File: config.mk
export PLATFORM = sky130hd
export DESIGN_NAME = swd_top
export DESIGN_NICKNAME = d
export VERILOG_FILES = /design/src/swd_pkg.sv /design/src/swd_top.sv
export SDC_FILE = /design/constraint.sdc
export NUM_CORES = 1
export LEC_CHECK = 0
export ABC_AREA = 1
export BUFFER_PORTS_ARGS = -buffer_cell sky130_fd_sc_hd__buf_4
export CAP_MARGIN = 40
export CORE_MARGIN = 10
export CORE_UTILIZATION = 52
export DETAILED_ROUTE_END_ITERATION = 16
export GPL_TIMING_DRIVEN = 0
export PLACE_DENSITY = 0.81
export SYNTH_ARGS = -nofsm -noshare
export SYNTH_HDL_FRONTEND = slang
export SYNTH_SLANG_ARGS = --single-unit
File: constraint.sdc
create_clock -name pclk -period 3.2 [get_ports pclk]
set_input_delay 0.64 -clock pclk [delete_from_list [all_inputs] [get_ports pclk]]
set_output_delay 0.64 -clock pclk [all_outputs]
set_load 0.005 [all_outputs]
File: src/swd_pkg.sv
package swd_pkg;

  // register byte addresses on the apb bus
  localparam int ADDR_W = 12;
  localparam logic [11:0] WDOG_CTRL_OFS = 12'h80c;
  localparam logic [11:0] CFG_OFS = 12'h810;
  localparam logic [11:0] STAT_OFS = 12'h814;

  // watchdog counter and prescale
  localparam int CNT_W = 24;
  localparam logic [4:0] PRESCALE_MIN_LOG2 = 5'h05;
  localparam logic [4:0] PRESCALE_MAX = 5'h12;
  localparam logic [4:0] PRESCALE_RESET = 5'h0b;

  typedef enum logic [1:0] {
    WDM_OFF = 2'h0,
    WDM_SOFT = 2'h1,
    WDM_AWAKE = 2'h2,
    WDM_ON = 2'h3
  } swd_mode_t;

  // one-bit steps awake -> sleep -> wake; wake -> awake flips both bits
  typedef enum logic [1:0] {
    ST_AWAKE = 2'h0,
    ST_SLEEP = 2'h1,
    ST_WAKE = 2'h3
  } swd_state_t;

  typedef struct packed {
    logic cs;
    logic rsvd;
    logic [4:0] prescale;
    logic soft_en;
  } swd_wdog_ctrl_t;

  typedef struct packed {
    logic lf_force;
    logic mf_force;
    logic hf_force;
    swd_mode_t mode;
  } swd_cfg_t;

  typedef struct packed {
    logic sleeping;
    logic wdog_rst;
    logic tmo;
    logic pwr_dn;
  } swd_stat_t;

  localparam swd_wdog_ctrl_t WDOG_CTRL_RESET = '{cs: 1'b0, rsvd: 1'b0,
                                                 prescale: PRESCALE_RESET, soft_en: 1'b0};
  localparam swd_cfg_t CFG_RESET = '{lf_force: 1'b0, mf_force: 1'b0, hf_force: 1'b0,
                                     mode: WDM_ON};
  localparam logic FLAG_RESET = 1'b1;

endpackage

File: src/swd_top.sv
// Behaviour
// - sleep entered only by halt instruction
// - sleep entry clears power-down, sets time-out flag
// - cpu and system clocks stop in sleep
// - oscillators stay on when requested or forced
// - converter runs on rc, else aborts, off
// - ports hold state unless peripheral active
// - listed resets and interrupts wake the device
// - reset sources reset, others resume execution
// - halt prefetches the next instruction
// - enabled interrupt wakes regardless of global enable
// - global enable picks continue or vector after next
// - watchdog cleared on every wake-up
// - pending interrupt, globals off: halt is nop
// - interrupt during halt: sleep then immediate wake
// - watchdog expiry without kick resets device
// - watchdog clock from mid or low oscillator
// - mode 11: watchdog always active
// - mode 10: active awake, off in sleep
// - mode 01: software enable bit controls watchdog
// - mode 00: watchdog off, enable ignored
// - prescale sets period, reset default two seconds
// - counter cleared on reset, kick, sleep, wake, write
// - expiry in sleep wakes, clears three flags
// - prescale doubles from 1:32, reserved gives minimum
`timescale 1ns/1ps
`default_nettype none

module swd_top
  import swd_pkg::*;
#(
  parameter int IRQ_N = 8,
  parameter int PORT_N = 4
) (
  // apb slave
  input wire logic pclk,
  input wire logic presetn,
  input wire logic psel,
  input wire logic penable,
  input wire logic pwrite,
  input wire logic [ADDR_W-1:0] paddr,
  input wire logic [31:0] pwdata,
  output logic [31:0] prdata,
  output logic pready,
  output logic pslverr,
  // core instructions and interrupt state
  input wire logic halt_instr,
  input wire logic watchdog_kick_instr,
  input wire logic global_irq_enable,
  input wire logic [IRQ_N-1:0] irq_flags,
  input wire logic [IRQ_N-1:0] irq_enables,
  // reset sources, already qualified by their own enables
  input wire logic master_clear_pin,
  input wire logic brownout_reset,
  input wire logic power_on_reset,
  // slow oscillator ticks, one cycle each
  input wire logic mid_freq_osc,
  input wire logic low_freq_osc,
  // peripheral clock requests and activity
  input wire logic lf_osc_req,
  input wire logic mf_osc_req,
  input wire logic hf_osc_req,
  input wire logic converter_rc_osc,
  input wire logic converter_on_bit,
  input wire logic [PORT_N-1:0] port_periph_active,
  // core control
  output logic cpu_clk_en,
  output logic sys_clk_en,
  output logic prefetch_next,
  output logic resume_exec,
  output logic vector_after_next,
  output logic device_reset,
  // oscillators, converter, ports
  output logic lf_osc_en,
  output logic mf_osc_en,
  output logic hf_osc_en,
  output logic converter_power_en,
  output logic converter_abort,
  output logic [PORT_N-1:0] port_hold,
  // status
  output logic sleeping,
  output logic power_down_flag,
  output logic timeout_status_flag
);

  function automatic logic [CNT_W-1:0] wdt_limit(input logic [4:0] code);
    logic [4:0] sel;
    sel = (code > PRESCALE_MAX) ? 5'h00 : code;
    wdt_limit = CNT_W'((25'h1 << (sel + PRESCALE_MIN_LOG2)) - 25'h1);
  endfunction

  swd_state_t state_r;
  swd_state_t state_nxt;
  swd_wdog_ctrl_t wdog_ctrl_r;
  swd_cfg_t cfg_r;
  swd_stat_t stat;
  logic pwr_dn_r;
  logic tmo_r;
  logic wdog_rst_r;
  logic [CNT_W-1:0] cnt_r;
  logic [31:0] prdata_r;
  logic prefetch_r;
  logic resume_r;
  logic vector_r;
  logic reset_r;
  logic abort_r;

  logic setup;
  logic access;
  logic wr;
  logic mapped;
  logic wr_wdog_ctrl;
  logic wr_cfg;
  logic wr_stat;
  logic pending;
  logic ext_reset_evt;
  logic halt_nop;
  logic enter_sleep;
  logic wake_evt;
  logic wdt_active;
  logic wdt_tick;
  logic timeout;
  logic sleep_timeout;
  logic cnt_clear;

  // apb decode; zero wait states
  assign setup = psel && !penable;
  assign access = psel && penable;
  assign wr = access && pwrite;
  assign mapped = (paddr == WDOG_CTRL_OFS) || (paddr == CFG_OFS) || (paddr == STAT_OFS);
  assign wr_wdog_ctrl = wr && (paddr == WDOG_CTRL_OFS);
  assign wr_cfg = wr && (paddr == CFG_OFS);
  assign wr_stat = wr && (paddr == STAT_OFS);
  assign pready = 1'b1;
  assign pslverr = access && !mapped;
  assign prdata = prdata_r;

  assign stat = '{sleeping: (state_r == ST_SLEEP), wdog_rst: wdog_rst_r, tmo: tmo_r,
                  pwr_dn: pwr_dn_r};

  // read data captured in the setup cycle so it leaves a flip-flop
  always_ff @(posedge pclk or negedge presetn) begin
    if (!presetn) begin
      prdata_r <= 32'h0;
    end else if (setup && !pwrite) begin
      case (paddr)
        WDOG_CTRL_OFS: prdata_r <= {24'h0, wdog_ctrl_r};
        CFG_OFS: prdata_r <= {27'h0, cfg_r};
        STAT_OFS: prdata_r <= {28'h0, stat};
        default: prdata_r <= 32'h0;
      endcase
    end
  end

  always_ff @(posedge pclk or negedge presetn) begin
    if (!presetn) begin
      wdog_ctrl_r <= WDOG_CTRL_RESET;
    end else if (wr_wdog_ctrl) begin
      wdog_ctrl_r <= '{cs: pwdata[7], rsvd: 1'b0, prescale: pwdata[5:1], soft_en: pwdata[0]};
    end
  end

  always_ff @(posedge pclk or negedge presetn) begin
    if (!presetn) begin
      cfg_r <= CFG_RESET;
    end else if (wr_cfg) begin
      cfg_r <= swd_cfg_t'(pwdata[4:0]);
    end
  end

  // wake and halt qualification
  assign pending = |(irq_flags & irq_enables);
  assign ext_reset_evt = master_clear_pin || brownout_reset || power_on_reset;
  assign halt_nop = pending && !global_irq_enable;
  // an awake expiry resets the device, so a halt in that cycle is dropped
  assign enter_sleep = (state_r == ST_AWAKE) && halt_instr && !halt_nop && !ext_reset_evt &&
                       !timeout;
  assign wake_evt = pending || sleep_timeout || ext_reset_evt;

  always_comb begin
    state_nxt = state_r;
    case (state_r)
      ST_AWAKE: begin
        if (enter_sleep) begin
          state_nxt = ST_SLEEP;
        end
      end
      ST_SLEEP: begin
        if (wake_evt) begin
          state_nxt = ST_WAKE;
        end
      end
      ST_WAKE: state_nxt = ST_AWAKE;
      default: state_nxt = ST_AWAKE;
    endcase
  end

  always_ff @(posedge pclk or negedge presetn) begin
    if (!presetn) begin
      state_r <= ST_AWAKE;
    end else begin
      state_r <= state_nxt;
    end
  end

  // watchdog enable by mode
  always_comb begin
    case (cfg_r.mode)
      WDM_ON: wdt_active = 1'b1;
      WDM_AWAKE: wdt_active = (state_r != ST_SLEEP);
      WDM_SOFT: wdt_active = wdog_ctrl_r.soft_en;
      default: wdt_active = 1'b0;
    endcase
  end

  assign wdt_tick = wdog_ctrl_r.cs ? mid_freq_osc : low_freq_osc;
  assign timeout = wdt_active && wdt_tick &&
                   (cnt_r == wdt_limit(wdog_ctrl_r.prescale));
  assign sleep_timeout = timeout && (state_r == ST_SLEEP);

  // counter clears; the sleep-to-wake edge clears it once more
  assign cnt_clear = ext_reset_evt || (watchdog_kick_instr && state_r != ST_SLEEP) ||
                     enter_sleep || (state_r == ST_SLEEP && wake_evt) ||
                     wr_wdog_ctrl || timeout;

  always_ff @(posedge pclk or negedge presetn) begin
    if (!presetn) begin
      cnt_r <= '0;
    end else if (cnt_clear) begin
      cnt_r <= '0;
    end else if (wdt_active && wdt_tick) begin
      cnt_r <= cnt_r + 1'b1;
    end
  end

  // flags are active low; hardware clears beat a software set
  always_ff @(posedge pclk or negedge presetn) begin
    if (!presetn) begin
      pwr_dn_r <= FLAG_RESET;
      tmo_r <= FLAG_RESET;
    end else if (sleep_timeout) begin
      pwr_dn_r <= 1'b0;
      tmo_r <= 1'b0;
    end else if (enter_sleep) begin
      pwr_dn_r <= 1'b0;
      tmo_r <= 1'b1;
    end else if (timeout) begin
      tmo_r <= 1'b0;
    end else if (wr_stat) begin
      pwr_dn_r <= pwr_dn_r | pwdata[0];
      tmo_r <= tmo_r | pwdata[1];
    end
  end

  always_ff @(posedge pclk or negedge presetn) begin
    if (!presetn) begin
      wdog_rst_r <= FLAG_RESET;
    end else if (timeout) begin
      wdog_rst_r <= 1'b0;
    end else if (wr_stat) begin
      wdog_rst_r <= wdog_rst_r | pwdata[2];
    end
  end

  // core handshakes
  always_ff @(posedge pclk or negedge presetn) begin
    if (!presetn) begin
      prefetch_r <= 1'b0;
      resume_r <= 1'b0;
      vector_r <= 1'b0;
    end else begin
      prefetch_r <= (state_r == ST_AWAKE) && halt_instr;
      resume_r <= (state_r == ST_SLEEP) && wake_evt && !ext_reset_evt;
      vector_r <= (state_r == ST_SLEEP) && !ext_reset_evt && pending &&
                  global_irq_enable;
    end
  end

  // expiry while awake and external sources reset the device
  always_ff @(posedge pclk or negedge presetn) begin
    if (!presetn) begin
      reset_r <= 1'b0;
    end else begin
      reset_r <= ext_reset_evt || (timeout && state_r != ST_SLEEP);
    end
  end

  always_ff @(posedge pclk or negedge presetn) begin
    if (!presetn) begin
      abort_r <= 1'b0;
    end else begin
      abort_r <= enter_sleep && converter_on_bit && !converter_rc_osc;
    end
  end

  assign prefetch_next = prefetch_r;
  assign resume_exec = resume_r;
  assign vector_after_next = vector_r;
  assign device_reset = reset_r;
  assign converter_abort = abort_r;
  assign sleeping = stat.sleeping;
  assign power_down_flag = pwr_dn_r;
  assign timeout_status_flag = tmo_r;

  // clocks stop only in the sleep state proper
  assign cpu_clk_en = (state_r != ST_SLEEP);
  assign sys_clk_en = (state_r != ST_SLEEP);

  // watchdog source is kept alive too, or a sleep expiry could never arrive
  assign lf_osc_en = !sleeping || lf_osc_req || cfg_r.lf_force ||
                     (wdt_active && !wdog_ctrl_r.cs);
  assign mf_osc_en = !sleeping || mf_osc_req || cfg_r.mf_force ||
                     (wdt_active && wdog_ctrl_r.cs);
  assign hf_osc_en = !sleeping || hf_osc_req || cfg_r.hf_force;
  assign converter_power_en = converter_on_bit && (!sleeping || converter_rc_osc);
  assign port_hold = sleeping ? ~port_periph_active : '0;
endmodule

`default_nettype wire

=== After elaboration in Yosys (flattened, before gate mapping) ===
Index checks and enable logic that the tools add are counted.

* Register bits after elaboration: 78
* Input port bits: 82
* Output and inout port bits: 52
* Word-level logic and storage cells: 127

* $add $sub $neg: 3
* Order comparisons: 1
* Equal/unequal tests: 12
* Shifts and indexed selects: 1
* Muxes and demuxes: 20
* Bitwise gates (word level): 5
* Reductions and logical operators: 67

{| class="wikitable"
|+ Operators by type and width
! operator !! count
|-
| $mux W24 || 2
|-
| $eq A12 B12 Y1 const B || 3
|-
| $logic_and A1 B1 Y1 || 28
|-
| $add A24 B1 Y24 const B || 1
|-
| $eq A24 B24 Y1 || 1
|-
| $pmux W8 S3 || 1
|-
| $shl A1 B5 Y24 const A || 1
|-
| $sub A24 B1 Y24 const B || 1
|-
| $logic_or A1 B1 Y1 || 21
|-
| $mux W1 || 11
|-
| $logic_not A1 Y1 || 10
|-
| $and A8 B8 Y8 || 1
|-
| $reduce_or A8 Y1 || 1
|-
| $add A5 B3 Y5 const B || 1
|-
| $gt A5 B5 Y1 const B || 1
|-
| $mux W5 || 1
|-
| $eq A2 B1 Y1 const B || 2
|-
| $eq A2 B2 Y1 const B || 2
|-
| $mux W2 || 2
|-
| $mux W4 || 1
|-
| $ne A2 B1 Y1 const B || 2
|-
| $not A4 Y4 || 1
|-
| $pmux W2 S2 || 1
|-
| $reduce_and A2 Y1 || 2
|-
| 8 further kinds || 11
|}

=== Longest topological paths before layout ===
Gate-level depths: netlist of run 1.

* Word-level depth: 15
* Mapped depth: 21
* Mapped depth without buffers: 20

=== Least setup slack after synthesis of run 1 ===
Ideal clock, no wire load.

* Kind: register to register
* Start point: register wdog_ctrl_r[4] (netlist name)
* End point: register cnt_r[20]
* Library setup time: 0.121 ns
* Arrival time: 2.307 ns
* Required time: 3.079 ns
* Slack: 0.771 ns
* Stages on the path, launching flop included: 20
* Path buffers: 2
* Period minus slack after synthesis: 2.429 ns
* Path through: dfstp_2 buf_6 inv_2 nor2_1 nand2_2 nand3_2 nand2_4 nor2_4 nand2_2 nor2_4 nand2_1 nand2_1 nand2_1 nand2_1 nand3_1 nor2_1 nand3_2 o211ai_4 buf_12 nor2_1

* Word-level cells in the longest chain between the ends: 15
* Elaborated cells on any way between the ends: 19
* Those cells by class: 2 x add/sub; 1 x order compare; 1 x eq/ne; 1 x shift; 2 x mux; 12 x reduce/logical

{| class="wikitable"
|+ RTL lines
! element !! line !! text
|-
| start, declared || swd_top.sv:94 || <nowiki>swd_wdog_ctrl_t wdog_ctrl_r;</nowiki>
|-
| start signal, assigned || swd_top.sv:159 || <nowiki>wdog_ctrl_r <= '{cs: pwdata[7], rsvd: 1'b0, prescale: pwdata[5:1], soft_en: pwdata[0]};</nowiki>
|-
| $gt A5 B5 Y1 || swd_top.sv:88 || <nowiki>sel = (code > PRESCALE_MAX) ? 5'h00 : code;</nowiki>
|-
| $mux W5 * || swd_top.sv:88 ||
|-
| $add A5 B3 Y5 * || swd_top.sv:89 || <nowiki>wdt_limit = CNT_W'((25'h1 << (sel + PRESCALE_MIN_LOG2)) - 25'h1);</nowiki>
|-
| $shl A1 B5 Y24 * || swd_top.sv:89 ||
|-
| $sub A24 B1 Y24 * || swd_top.sv:89 ||
|-
| $eq A24 B24 Y1 * || swd_top.sv:218 || <nowiki>(cnt_r == wdt_limit(wdog_ctrl_r.prescale));</nowiki>
|-
| $logic_and A1 B1 Y1 * || swd_top.sv:217 || <nowiki>assign timeout = wdt_active && wdt_tick &&</nowiki>
|-
| $logic_and A1 B1 Y1 || swd_top.sv:219 || <nowiki>assign sleep_timeout = timeout && (state_r == ST_SLEEP);</nowiki>
|-
| $logic_or A1 B1 Y1 (2 in series) || swd_top.sv:178 || <nowiki>assign wake_evt = pending || sleep_timeout || ext_reset_evt;</nowiki>
|-
| $logic_and A1 B1 Y1 || swd_top.sv:223 || <nowiki>enter_sleep || (state_r == ST_SLEEP && wake_evt) ||</nowiki>
|-
| $logic_or A1 B1 Y1 (2 in series) || swd_top.sv:223 ||
|-
| $logic_or A1 B1 Y1 * || swd_top.sv:224 || <nowiki>wr_wdog_ctrl || timeout;</nowiki>
|-
| $mux W24 or $reduce_bool A2 Y1 (tied branches) || -- ||
|-
| end signal, assigned || swd_top.sv:232 || <nowiki>cnt_r <= cnt_r + 1'b1;</nowiki>
|-
| end, declared || swd_top.sv:100 || <nowiki>logic [CNT_W-1:0] cnt_r;</nowiki>
|}

Mark *: on every way between the ends. The rest lies on a longest branch, timed or not.
A chain may end at the register's enable or synchronous reset.

=== Worst setup path after layout of run 1 ===
* Start point: register wdog_ctrl_r[2] (netlist name)
* End point: register cnt_r[20]

Same word-level chain as after synthesis.

==> results of run 1 <==
-- layer usage --
metal	wire [um]	share of wire [%]	vias up
met5	0	0	-
met4	170	1.4	0
met3	1290	11	12
met2	5410	46	171
met1	4890	42	1900
li1	-	-	2098
-- cell families after synthesis --
family / after synthesis / share of synthesized area [%]
and+or+nand+nor: 346 / 38.9
DFF: 53 / 31.7
buffers and inverters: 117 / 14.3
adders and majority gates: 2 / 0.593
other: 2 / 0.178
muxes: 3 / 0.771
xor gates and xnor gates: 30 / 6.23
AOI/OAI and AO/OA: 48 / 7.30
-- worst max-delay path, cell delays in order (launching register included) --
cell      delay [ns]
dfstp_2         0.53
buf_4           0.17
nand2_4         0.10
inv_1           0.07
nand2_1         0.06
nor2_1          0.25
nand2_1         0.16
and2_2          0.26
nand2_1         0.07
nor2_1          0.05
nand2_1         0.08
nand2_1         0.05
nand3_1         0.11
nand3b_1        0.11
nor2_1          0.20
nand3_2         0.14
o211ai_4        0.17
buf_12          0.19
nor2_1          0.05
-- cells in the mapped netlist, types with 5 or more instances --
| master | n |
|---|---|
| nand2_1 | 148 |
| inv_1 | 74 |
| nor2_1 | 64 |
| dfrtp_1 | 45 |
| nand3_1 | 38 |
| buf_4 | 30 |
| xor2_1 | 29 |
| nand4_1 | 24 |
| nor2_2 | 24 |
| o21ai_0 | 22 |
| nor3_1 | 14 |
| a21oi_1 | 8 |
| dfstp_2 | 8 |
| inv_2 | 6 |
| nand2_2 | 6 |
| nand3_2 | 6 |
| nor4_1 | 5 |
-- cells in the final DEF, fill, tap and decap left out, types with 2 or more instances in the layout --
cell type and n:
nand3_1 38, nor2_1 64, clkbuf_1 2, inv_1 74, nand3b_1 3, nand2_2 6
o21ai_0 22, dfstp_2 8, nor2_2 24, nand2_4 3, nand4_1 24, dfrtp_1 45
inv_2 6, conb_1 28, nor2_4 3, clkinv_4 2, o21ai_1 3, buf_12 2
o31ai_1 2, nand2_1 148, clkbuf_8 6, buf_4 112, xor2_1 29, a2111o_1 2
nor4_1 5, nor3_1 14, nor3b_1 3, ha_1 2, a211oi_1 2, o211ai_1 3
a21oi_1 8, nand3_2 6, or2_2 2, mux2_2 2
-- worst paths after layout --
path / slack (ns) / endpoint / from / depth (start not counted)
min in group pclk: 0.46 / converter_abort / converter_rc_osc / 2
setup reg to reg: 0.26 / cnt_r[20] / wdog_ctrl_r[2] / 18
hold reg to reg: 0.48 / prefetch_next / state_r[1] / 1
max in group asynchronous: 2.40 / cnt_r[8] / presetn / 1
setup / recovery: 0.26 / cnt_r[20] / wdog_ctrl_r[2] / 18
hold / removal: 0.35 / prdata[3] / presetn / 1
-- state kept, by name, summed over array words and instances (netlist names), 2 cells and up --
signal	count
prdata	7
cfg_r	5
wdog_ctrl_r	7
cnt_r	24
state_r	2
-- where the power goes --
part | total [mW] | internal, mW | switching, mW
sequential | 0.734 | 0.711 | 0.0233
combinational | 0.384 | 0.195 | 0.189
clock | 0.419 | 0.160 | 0.259
total | 1.54 | 1.07 | 0.471
-- area by class of cell --
cell class                 instances  area (um^2)  area share (%)
multi-input combinational        457         2370            46.1
sequential                        53         1340            25.9
timing repair buffer              82          616            11.9
buffer                            37          303            5.88
inverter                          80          300            5.83
tap                              102          128            2.48
clock buffer                       5         68.8            1.34
clock inverter                     3         26.3           0.510
-- through the flow --
step / cells / utilization [%] / total power, mW / hold WS, ns / area [um^2]
finish: 819 / 66.0 / 1.54 / 0.347 / 5150
global route: 819 / 66.0 / 1.61 / 0.409 / 5150
CTS: 819 / 66.0 / 1.54 / 0.380 / 5150
detailed placement: 811 / 64.8 / 1.13 / 0.463 / 5060
global placement: 811 / 64.8 / 1.12 / 0.444 / 5060
floorplan: 627 / - / 0.915 / 0.344 / 4310
==> impl_metrics.tcl, run 1 <==
set metrics [dict create \
    setup_ws_ns 0.258 \
    fillers 709 \
    synth_top_area_share_pct 26.7 \
    synth_area_um2 4220 \
    use_met1_pct 24.3 \
    synth_edf_count 0 \
    synthCells 601 \
    cap_violations 0 \
    port_buffers 82 \
    yosysWarnings 0 \
    cp.arrival_ns 3.17 \
    yosys_register_bits 53 \
    grt_max_degree 54 \
    cts_hold_buf 0 \
    nNetsFinal 800 \
    end_kind "flop" \
    yosys.area.top_type "dfrtp_1" \
    finClkSkew_ns 0.0129 \
    vias 4181 \
    power_density_nw_per_um2 298 \
    crit_fanout 10 \
    worstMarginPinSlew_ns 0.758 \
    rows 32 \
    period_share_pct 91.9 \
    drt-total-wl_um 11800 \
    antenna_found_initial 0 \
    final.min_clock_period_ns 2.94 \
    grt_setup_unrepaired "no" \
    drive_gt1_share_pct 26.5 \
    syn_area_per_cell_um2 7.02 \
    drtIter0Drc 244 \
    firstDrtPassIters 7 \
    max_freq_ghz 0.340 \
    grt_first_pass_wirelength_um 19100 \
    pre_cts_ws_ns 0.292 \
    seq_area_frac_synth_pct 31.7 \
    clockBufferDepth 2 \
    top_usage_layer "met2" \
    htree_levels 2 \
    clkLatencyLatePin_ns 0.32 \
    remaining_drc_errors 0 \
    clkTransAtPathRegs_ns 0.11 \
    leakagePower_nw 2.62 \
    setup_viol 0 \
    cp.required_ns 3.42 \
    cts.sink_count 53 \
    hold_viol 0 \
    grt_util_met2_pct 32.6 \
    setup_total_negative_slack_ns 0 \
    cts_setup_buffers 0 \
    start_util_pct 54.0 \
    viasPerCell 5.11 \
    async_flop_share_pct 100 \
    track_usage_pct 19.6 \
    core_um2 7810 \
    min_path_type "in2async" \
    vdd_ir_drop_max_mv 0.284 \
    drv_slew 0 \
    num_io_pins 134 \
    synthToLayoutAreaGrowth_pct 22.2 \
    cts_resized 0 \
    dieArea_um2 12100 \
    synth_area_leaders "dfrtp_1 27%, nand2_1 13%, inv_1 6.6%" \
    status "complete, no violations" \
    grt_remaining_overflow 0 \
    cts_made_buffers 5 \
    cts_tree "done" \
    grt.met3_usage_pct 5.98 \
    die_h_um 110 \
    antenna_left 0 \
    hpwlAfterDp_um 9680 \
    antenna_cells 0 \
    cp-start-kind "flop" \
    synth_top_flop_cell "dfrtp_1" \
    cts_root_buffer "clkbuf_8" \
    slew_headroom_pct 49.0 \
    grt_pass1_vias 4086 \
    synth_cell_types 46 \
    wire_per_inst_um 14.4 \
    die_x_um 110 \
    place_congestion 0.934 \
    path_class "reg2reg" \
]
Power figures use the tool's default switching activity.
==> run 2: changes to the inputs <==
- CORE_UTILIZATION: 52 -> 56
- PLACE_DENSITY: 0.81 -> 0.87
- clock period: 3.2 -> 3.5 ns (I/O delays scaled with it)
==> run 2 against run 1 <==
Setup slack improved by 0.21 ns. Global-route usage increased by 1.8 points. Sequential power decreased by 8.6%. Hold slack gained 0.066 ns. Total power shrank 0.94%. Clock skew fell by 0.0040 ns. Sequential cell count unchanged. First-iteration DRC count up 58%. Largest power group unchanged. Highest routed layer unchanged.
==> impl_metrics.tcl, run 2 (synthesis gave the netlist of run 1 again) <==
set metrics [dict create \
    reg2reg_depth 19 \
    start_util_pct 57.8 \
    grt_setup_unrepaired "no" \
    cts_tree "done" \
    cts_root_buffer "clkbuf_8" \
    setup_viol 0 \
    period_share_pct 86.5 \
    dieArea_um2 11400 \
    combPwrFrac_pct 23.1 \
    cts.sink_count 53 \
    grt_first_pass_wirelength_um 20300 \
    grt_pass1_vias 4323 \
    finClkSkew_ns 0.00890 \
    max_freq_ghz 0.330 \
    setup_total_negative_slack_ns 0 \
    status "complete, no violations" \
    cp.required_ns 3.71 \
    clockBufferDepth 2 \
    reg2reg_to "cnt_r[20]" \
    antenna_cells 0 \
    remaining_drc_errors 0 \
    reg2reg_from "wdog_ctrl_r[2]" \
    vias 4266 \
    p_int_mw 1.11 \
    cts_resized 0 \
    port_buffers 82 \
    fin_area_um2 5190 \
    fin_total_pwr_mw 1.52 \
    clkPwrFrac_pct 32.8 \
    htree_levels 2 \
    final.min_clock_period_ns 3.03 \
    power_density_nw_per_um2 293 \
    die_x_um 107 \
    reg2reg_setup_slack_ns 0.47 \
    path_class "reg2reg" \
    cp-start-kind "flop" \
    cts_hold_buf 0 \
    viasPerCell 5.23 \
    synthToLayoutAreaGrowth_pct 23.0 \
    slew_headroom_pct 49.7 \
    drtIter0Drc 385 \
    crit_fanout 10 \
    min_path_type "in2async" \
    pwr-share-seq_pct 44.1 \
    hold_viol 0 \
    worstMarginPinSlew_ns 0.748 \
    clkLatencyLatePin_ns 0.32 \
    grt_max_degree 54 \
    cts_made_buffers 5 \
    clkTransAtPathRegs_ns 0.10 \
    final_util_pct 71.1 \
    wire_per_inst_um 14.7 \
    track_usage_pct 21.4 \
    layout_common_cells "148 x nand2_1, 112 x buf_4, 74 x inv_1, 64 x nor2_1, 45 x dfrtp_1" \
    cts_setup_buffers 0 \
    drv_slew 0 \
    hold_ws_ns 0.413 \
    drt-total-wl_um 12000 \
    die_h_um 107 \
    end_kind "flop" \
    layout_commonest_cell "nand2_1" \
    core_um2 7290 \
    drive_gt1_share_pct 26.5 \
    dpl_cell_area_um2 5050 \
    p_sw_mw 0.410 \
    grt_remaining_overflow 0 \
    antenna_left 0 \
    hpwlAfterDp_um 9810 \
    largest-register "cnt_r" \
    place_congestion 1.02 \
    nNetsFinal 800 \
    firstDrtPassIters 5 \
    antenna_found_initial 0 \
    leakagePower_nw 2.64 \
    vdd_ir_drop_max_mv 0.247 \
    largest_reg_flops 24 \
    switching_share_pct 26.9 \
    rows 31 \
    cp.arrival_ns 3.24 \
    cap_violations 0 \
    num_io_pins 134 \
]
-- run 2: stage by stage --
stage               worst slack, ns  cells
floorplan                      1.07    627
global placement              0.612    808
detailed placement            0.589    808
CTS                           0.537    816
global route                  0.246    816
finish                        0.472    816
-- run 2: critical path, cell delays in order, from the launching register on --
cell and delay (ns):
dfstp_2 0.53, buf_4 0.18, nand2_4 0.09, nand2_2 0.10, nand2_2 0.13, nand3_2 0.20, nand2_4 0.11, nor2_4 0.12
nand2_2 0.11, nor2_4 0.15, nand2_1 0.07, nand2_1 0.08, nand2_1 0.05, nand2_1 0.07, nand3_1 0.08, nor2_1 0.24
nand3_2 0.17, o211ai_4 0.19, buf_12 0.20, nor2_1 0.04
-- run 2: metal layers --
| metal | global-route usage (%) | vias up | routed length (um) |
|---|---|---|---|
| li1 | - | 2098 | - |
| met1 | 25.3 | 1930 | 4740 |
| met2 | 35.7 | 205 | 5730 |
| met3 | 6.47 | 33 | 1200 |
| met4 | 7.74 | 0 | 357 |
| met5 | 0 | - | 0 |
-- run 2: final cells by class --
type | instances | area (um^2)
Buffer | 37 | 303
Clock buffer | 5 | 68.8
Clock inverter | 3 | 65.1
Fill cell | 591 | 2100
Inverter | 80 | 300
Multi-Input combinational cell | 457 | 2370
Sequential cell | 53 | 1340
Tap cell | 99 | 124
Timing Repair Buffer | 82 | 616
-- run 2: how the worst max path moves through the flow --
stage                               from        end  slack, ns  cells past startpoint
final                     wdog_ctrl_r[2]  cnt_r[20]       0.47                     19
after CTS                 wdog_ctrl_r[2]  cnt_r[20]       0.54                     19
after global placement    wdog_ctrl_r[4]  cnt_r[20]       0.61                     19
after detailed placement  wdog_ctrl_r[4]  cnt_r[20]       0.59                     19
after global routing      wdog_ctrl_r[2]  cnt_r[20]       0.25                     19
after floorplan           wdog_ctrl_r[4]  cnt_r[20]       1.07                     19
-- run 2: power groups by stage --
| stage | clock network (mW) | registers, mW | logic [mW] |
|---|---|---|---|
| after floorplan | 0 | 0.678 | 0.159 |
| after global routing | 0.526 | 0.677 | 0.391 |
| after detailed placement | 0 | 0.682 | 0.353 |
| after CTS | 0.508 | 0.670 | 0.353 |
| after global placement | 0 | 0.681 | 0.343 |
| final | 0.499 | 0.671 | 0.352 |
==> run 3: changes to the inputs <==
- CORE_MARGIN: 10 -> default
==> run 3 against run 2 <==
Die area fell by 31%. Total power fell by 7.8%. Sequential power barely moved. Critical path depth fell by 1. Sequential cell count did not move. Final cell count did not move. Critical path type unchanged. Critical endpoint unchanged.
==> impl_metrics.tcl, run 3 (synthesis gave the netlist of run 1 again) <==
set metrics [dict create \
    status "complete, no violations" \
    p_int_mw 0.978 \
    hold_viol 0 \
    max_freq_ghz 0.328 \
    slew_headroom_pct 49.0 \
    hold_ws_ns 0.386 \
    period_share_pct 87.1 \
    dieArea_um2 7880 \
    cts_resized 0 \
    antenna_left 0 \
    setup_total_negative_slack_ns 0 \
    cp-start-kind "flop" \
    crit_fanout 10 \
    setup_viol 0 \
    largest_reg_flops 24 \
    pwr-share-seq_pct 47.9 \
    grt_first_pass_wirelength_um 17600 \
    crit_top_cell "nand2_1" \
    cp_slowest_cell "dfstp_2" \
    htree_levels 2 \
    critPathTopFamily "simple AND/OR/NAND/NOR gates" \
    die_x_um 88.8 \
    path_buf_inv 4 \
    cp.required_ns 3.71 \
    reg2reg_setup_slack_ns 0.45 \
    viasPerCell 5.21 \
    min_path_type "in2async" \
    grt_max_degree 54 \
    fin_cells 816 \
    path_cells "buf_4, nand2_4, inv_1, nand2_1, nor2_1, nand2_1, and2_2, nand2_1, nand2_1, nand2_1, o21ai_0, inv_1, nand4_1, nor2_1, nand3_2, o211ai_4, buf_12, nor2_1" \
    power_density_nw_per_um2 272 \
    nNetsFinal 800 \
    final.min_clock_period_ns 3.05 \
    core_um2 7250 \
    combPwrFrac_pct 24.4 \
    fin_area_um2 5150 \
    pre_cts_ws_ns 0.579 \
    port_buffers 82 \
    cts_root_buffer "clkbuf_8" \
    cap_violations 0 \
    cts.sink_count 53 \
    antenna_cells 0 \
    rows 31 \
    grt_remaining_overflow 0 \
    synthToLayoutAreaGrowth_pct 22.2 \
    firstDrtPassIters 6 \
    clkTransAtPathRegs_ns 0.12 \
    drive_gt1_share_pct 26.5 \
    antenna_found_initial 0 \
    end_kind "flop" \
    drv_slew 0 \
    start_util_pct 58.1 \
    cts_setup_buffers 0 \
    drt-total-wl_um 10700 \
    dp.cells 808 \
    fin_total_pwr_mw 1.40 \
    layout_common_cells "148 x nand2_1, 112 x buf_4, 74 x inv_1, 64 x nor2_1, 45 x dfrtp_1" \
    num_io_pins 134 \
    die_h_um 88.8 \
    cts_made_buffers 5 \
    cp.arrival_ns 3.26 \
    hpwlAfterDp_um 8620 \
    grt_pass1_vias 4008 \
    remaining_drc_errors 0 \
    cts_tree "done" \
    clkPwrFrac_pct 27.6 \
    place_congestion 0.931 \
    clockBufferDepth 2 \
    largest-register "cnt_r" \
    vias 4248 \
    wire_per_inst_um 13.1 \
    layout_commonest_cell "nand2_1" \
    path_class "reg2reg" \
    grt_setup_unrepaired "no" \
    critPathMaxStageDelay_ns 0.54 \
    vdd_ir_drop_max_mv 0.221 \
    leakagePower_nw 2.62 \
    setup_ws_ns 0.452 \
    dpl_cell_area_um2 5050 \
    finClkSkew_ns 0.0150 \
    switching_share_pct 30.3 \
    p_sw_mw 0.426 \
    track_usage_pct 28.8 \
    clkLatencyLatePin_ns 0.33 \
    final_util_pct 71.0 \
    worstMarginPinSlew_ns 0.758 \
    drtIter0Drc 390 \
    cts_hold_buf 0 \
]
-- run 3: cell count changes in the layout (fill, tap and decap cells not counted), sizes merged --
cell and delta:
bufinv -2, inv +2
-- run 3: routing by layer --
layer  vias up  track usage, %  share of wire (%)
met5         -               0                  0
met4         0            6.89                1.3
met3        20            6.25                7.1
met2       186            49.8                 48
met1      1942            36.6                 43
li1       2100               -                  -
-- run 3: area by class of cell --
cell class              instances  area, um^2
plain buffers                  37         303
clock buffers                   5        68.8
clock inverters                 3        28.8
fillers                       613        2100
inverters                      80         300
multi-input cells             457        2370
flip-flops and latches         53        1340
well taps                      99         124
repair buffers                 82         616
-- run 3: final timing paths --
path | startpoint | end | cells after the start
max | wdog_ctrl_r[2] | cnt_r[20] | 18
min | presetn | prdata[0] | 1
max reg2reg | wdog_ctrl_r[2] | cnt_r[20] | 18
min reg2reg | state_r[1] | prefetch_next | 1
max in group asynchronous | presetn | wdog_ctrl_r[5] | 1
min in group pclk | state_r[1] | prefetch_next | 1
-- run 3: power by group through the flow --
stage	combinational (mW)	clock, mW	sequential, mW
3_3_place_gp	0.334	0	0.683
5_1_grt	0.376	0.421	0.675
2_1_floorplan	0.159	0	0.678
6_report	0.343	0.388	0.672
4_1_cts	0.342	0.392	0.671
3_5_place_dp	0.342	0	0.682
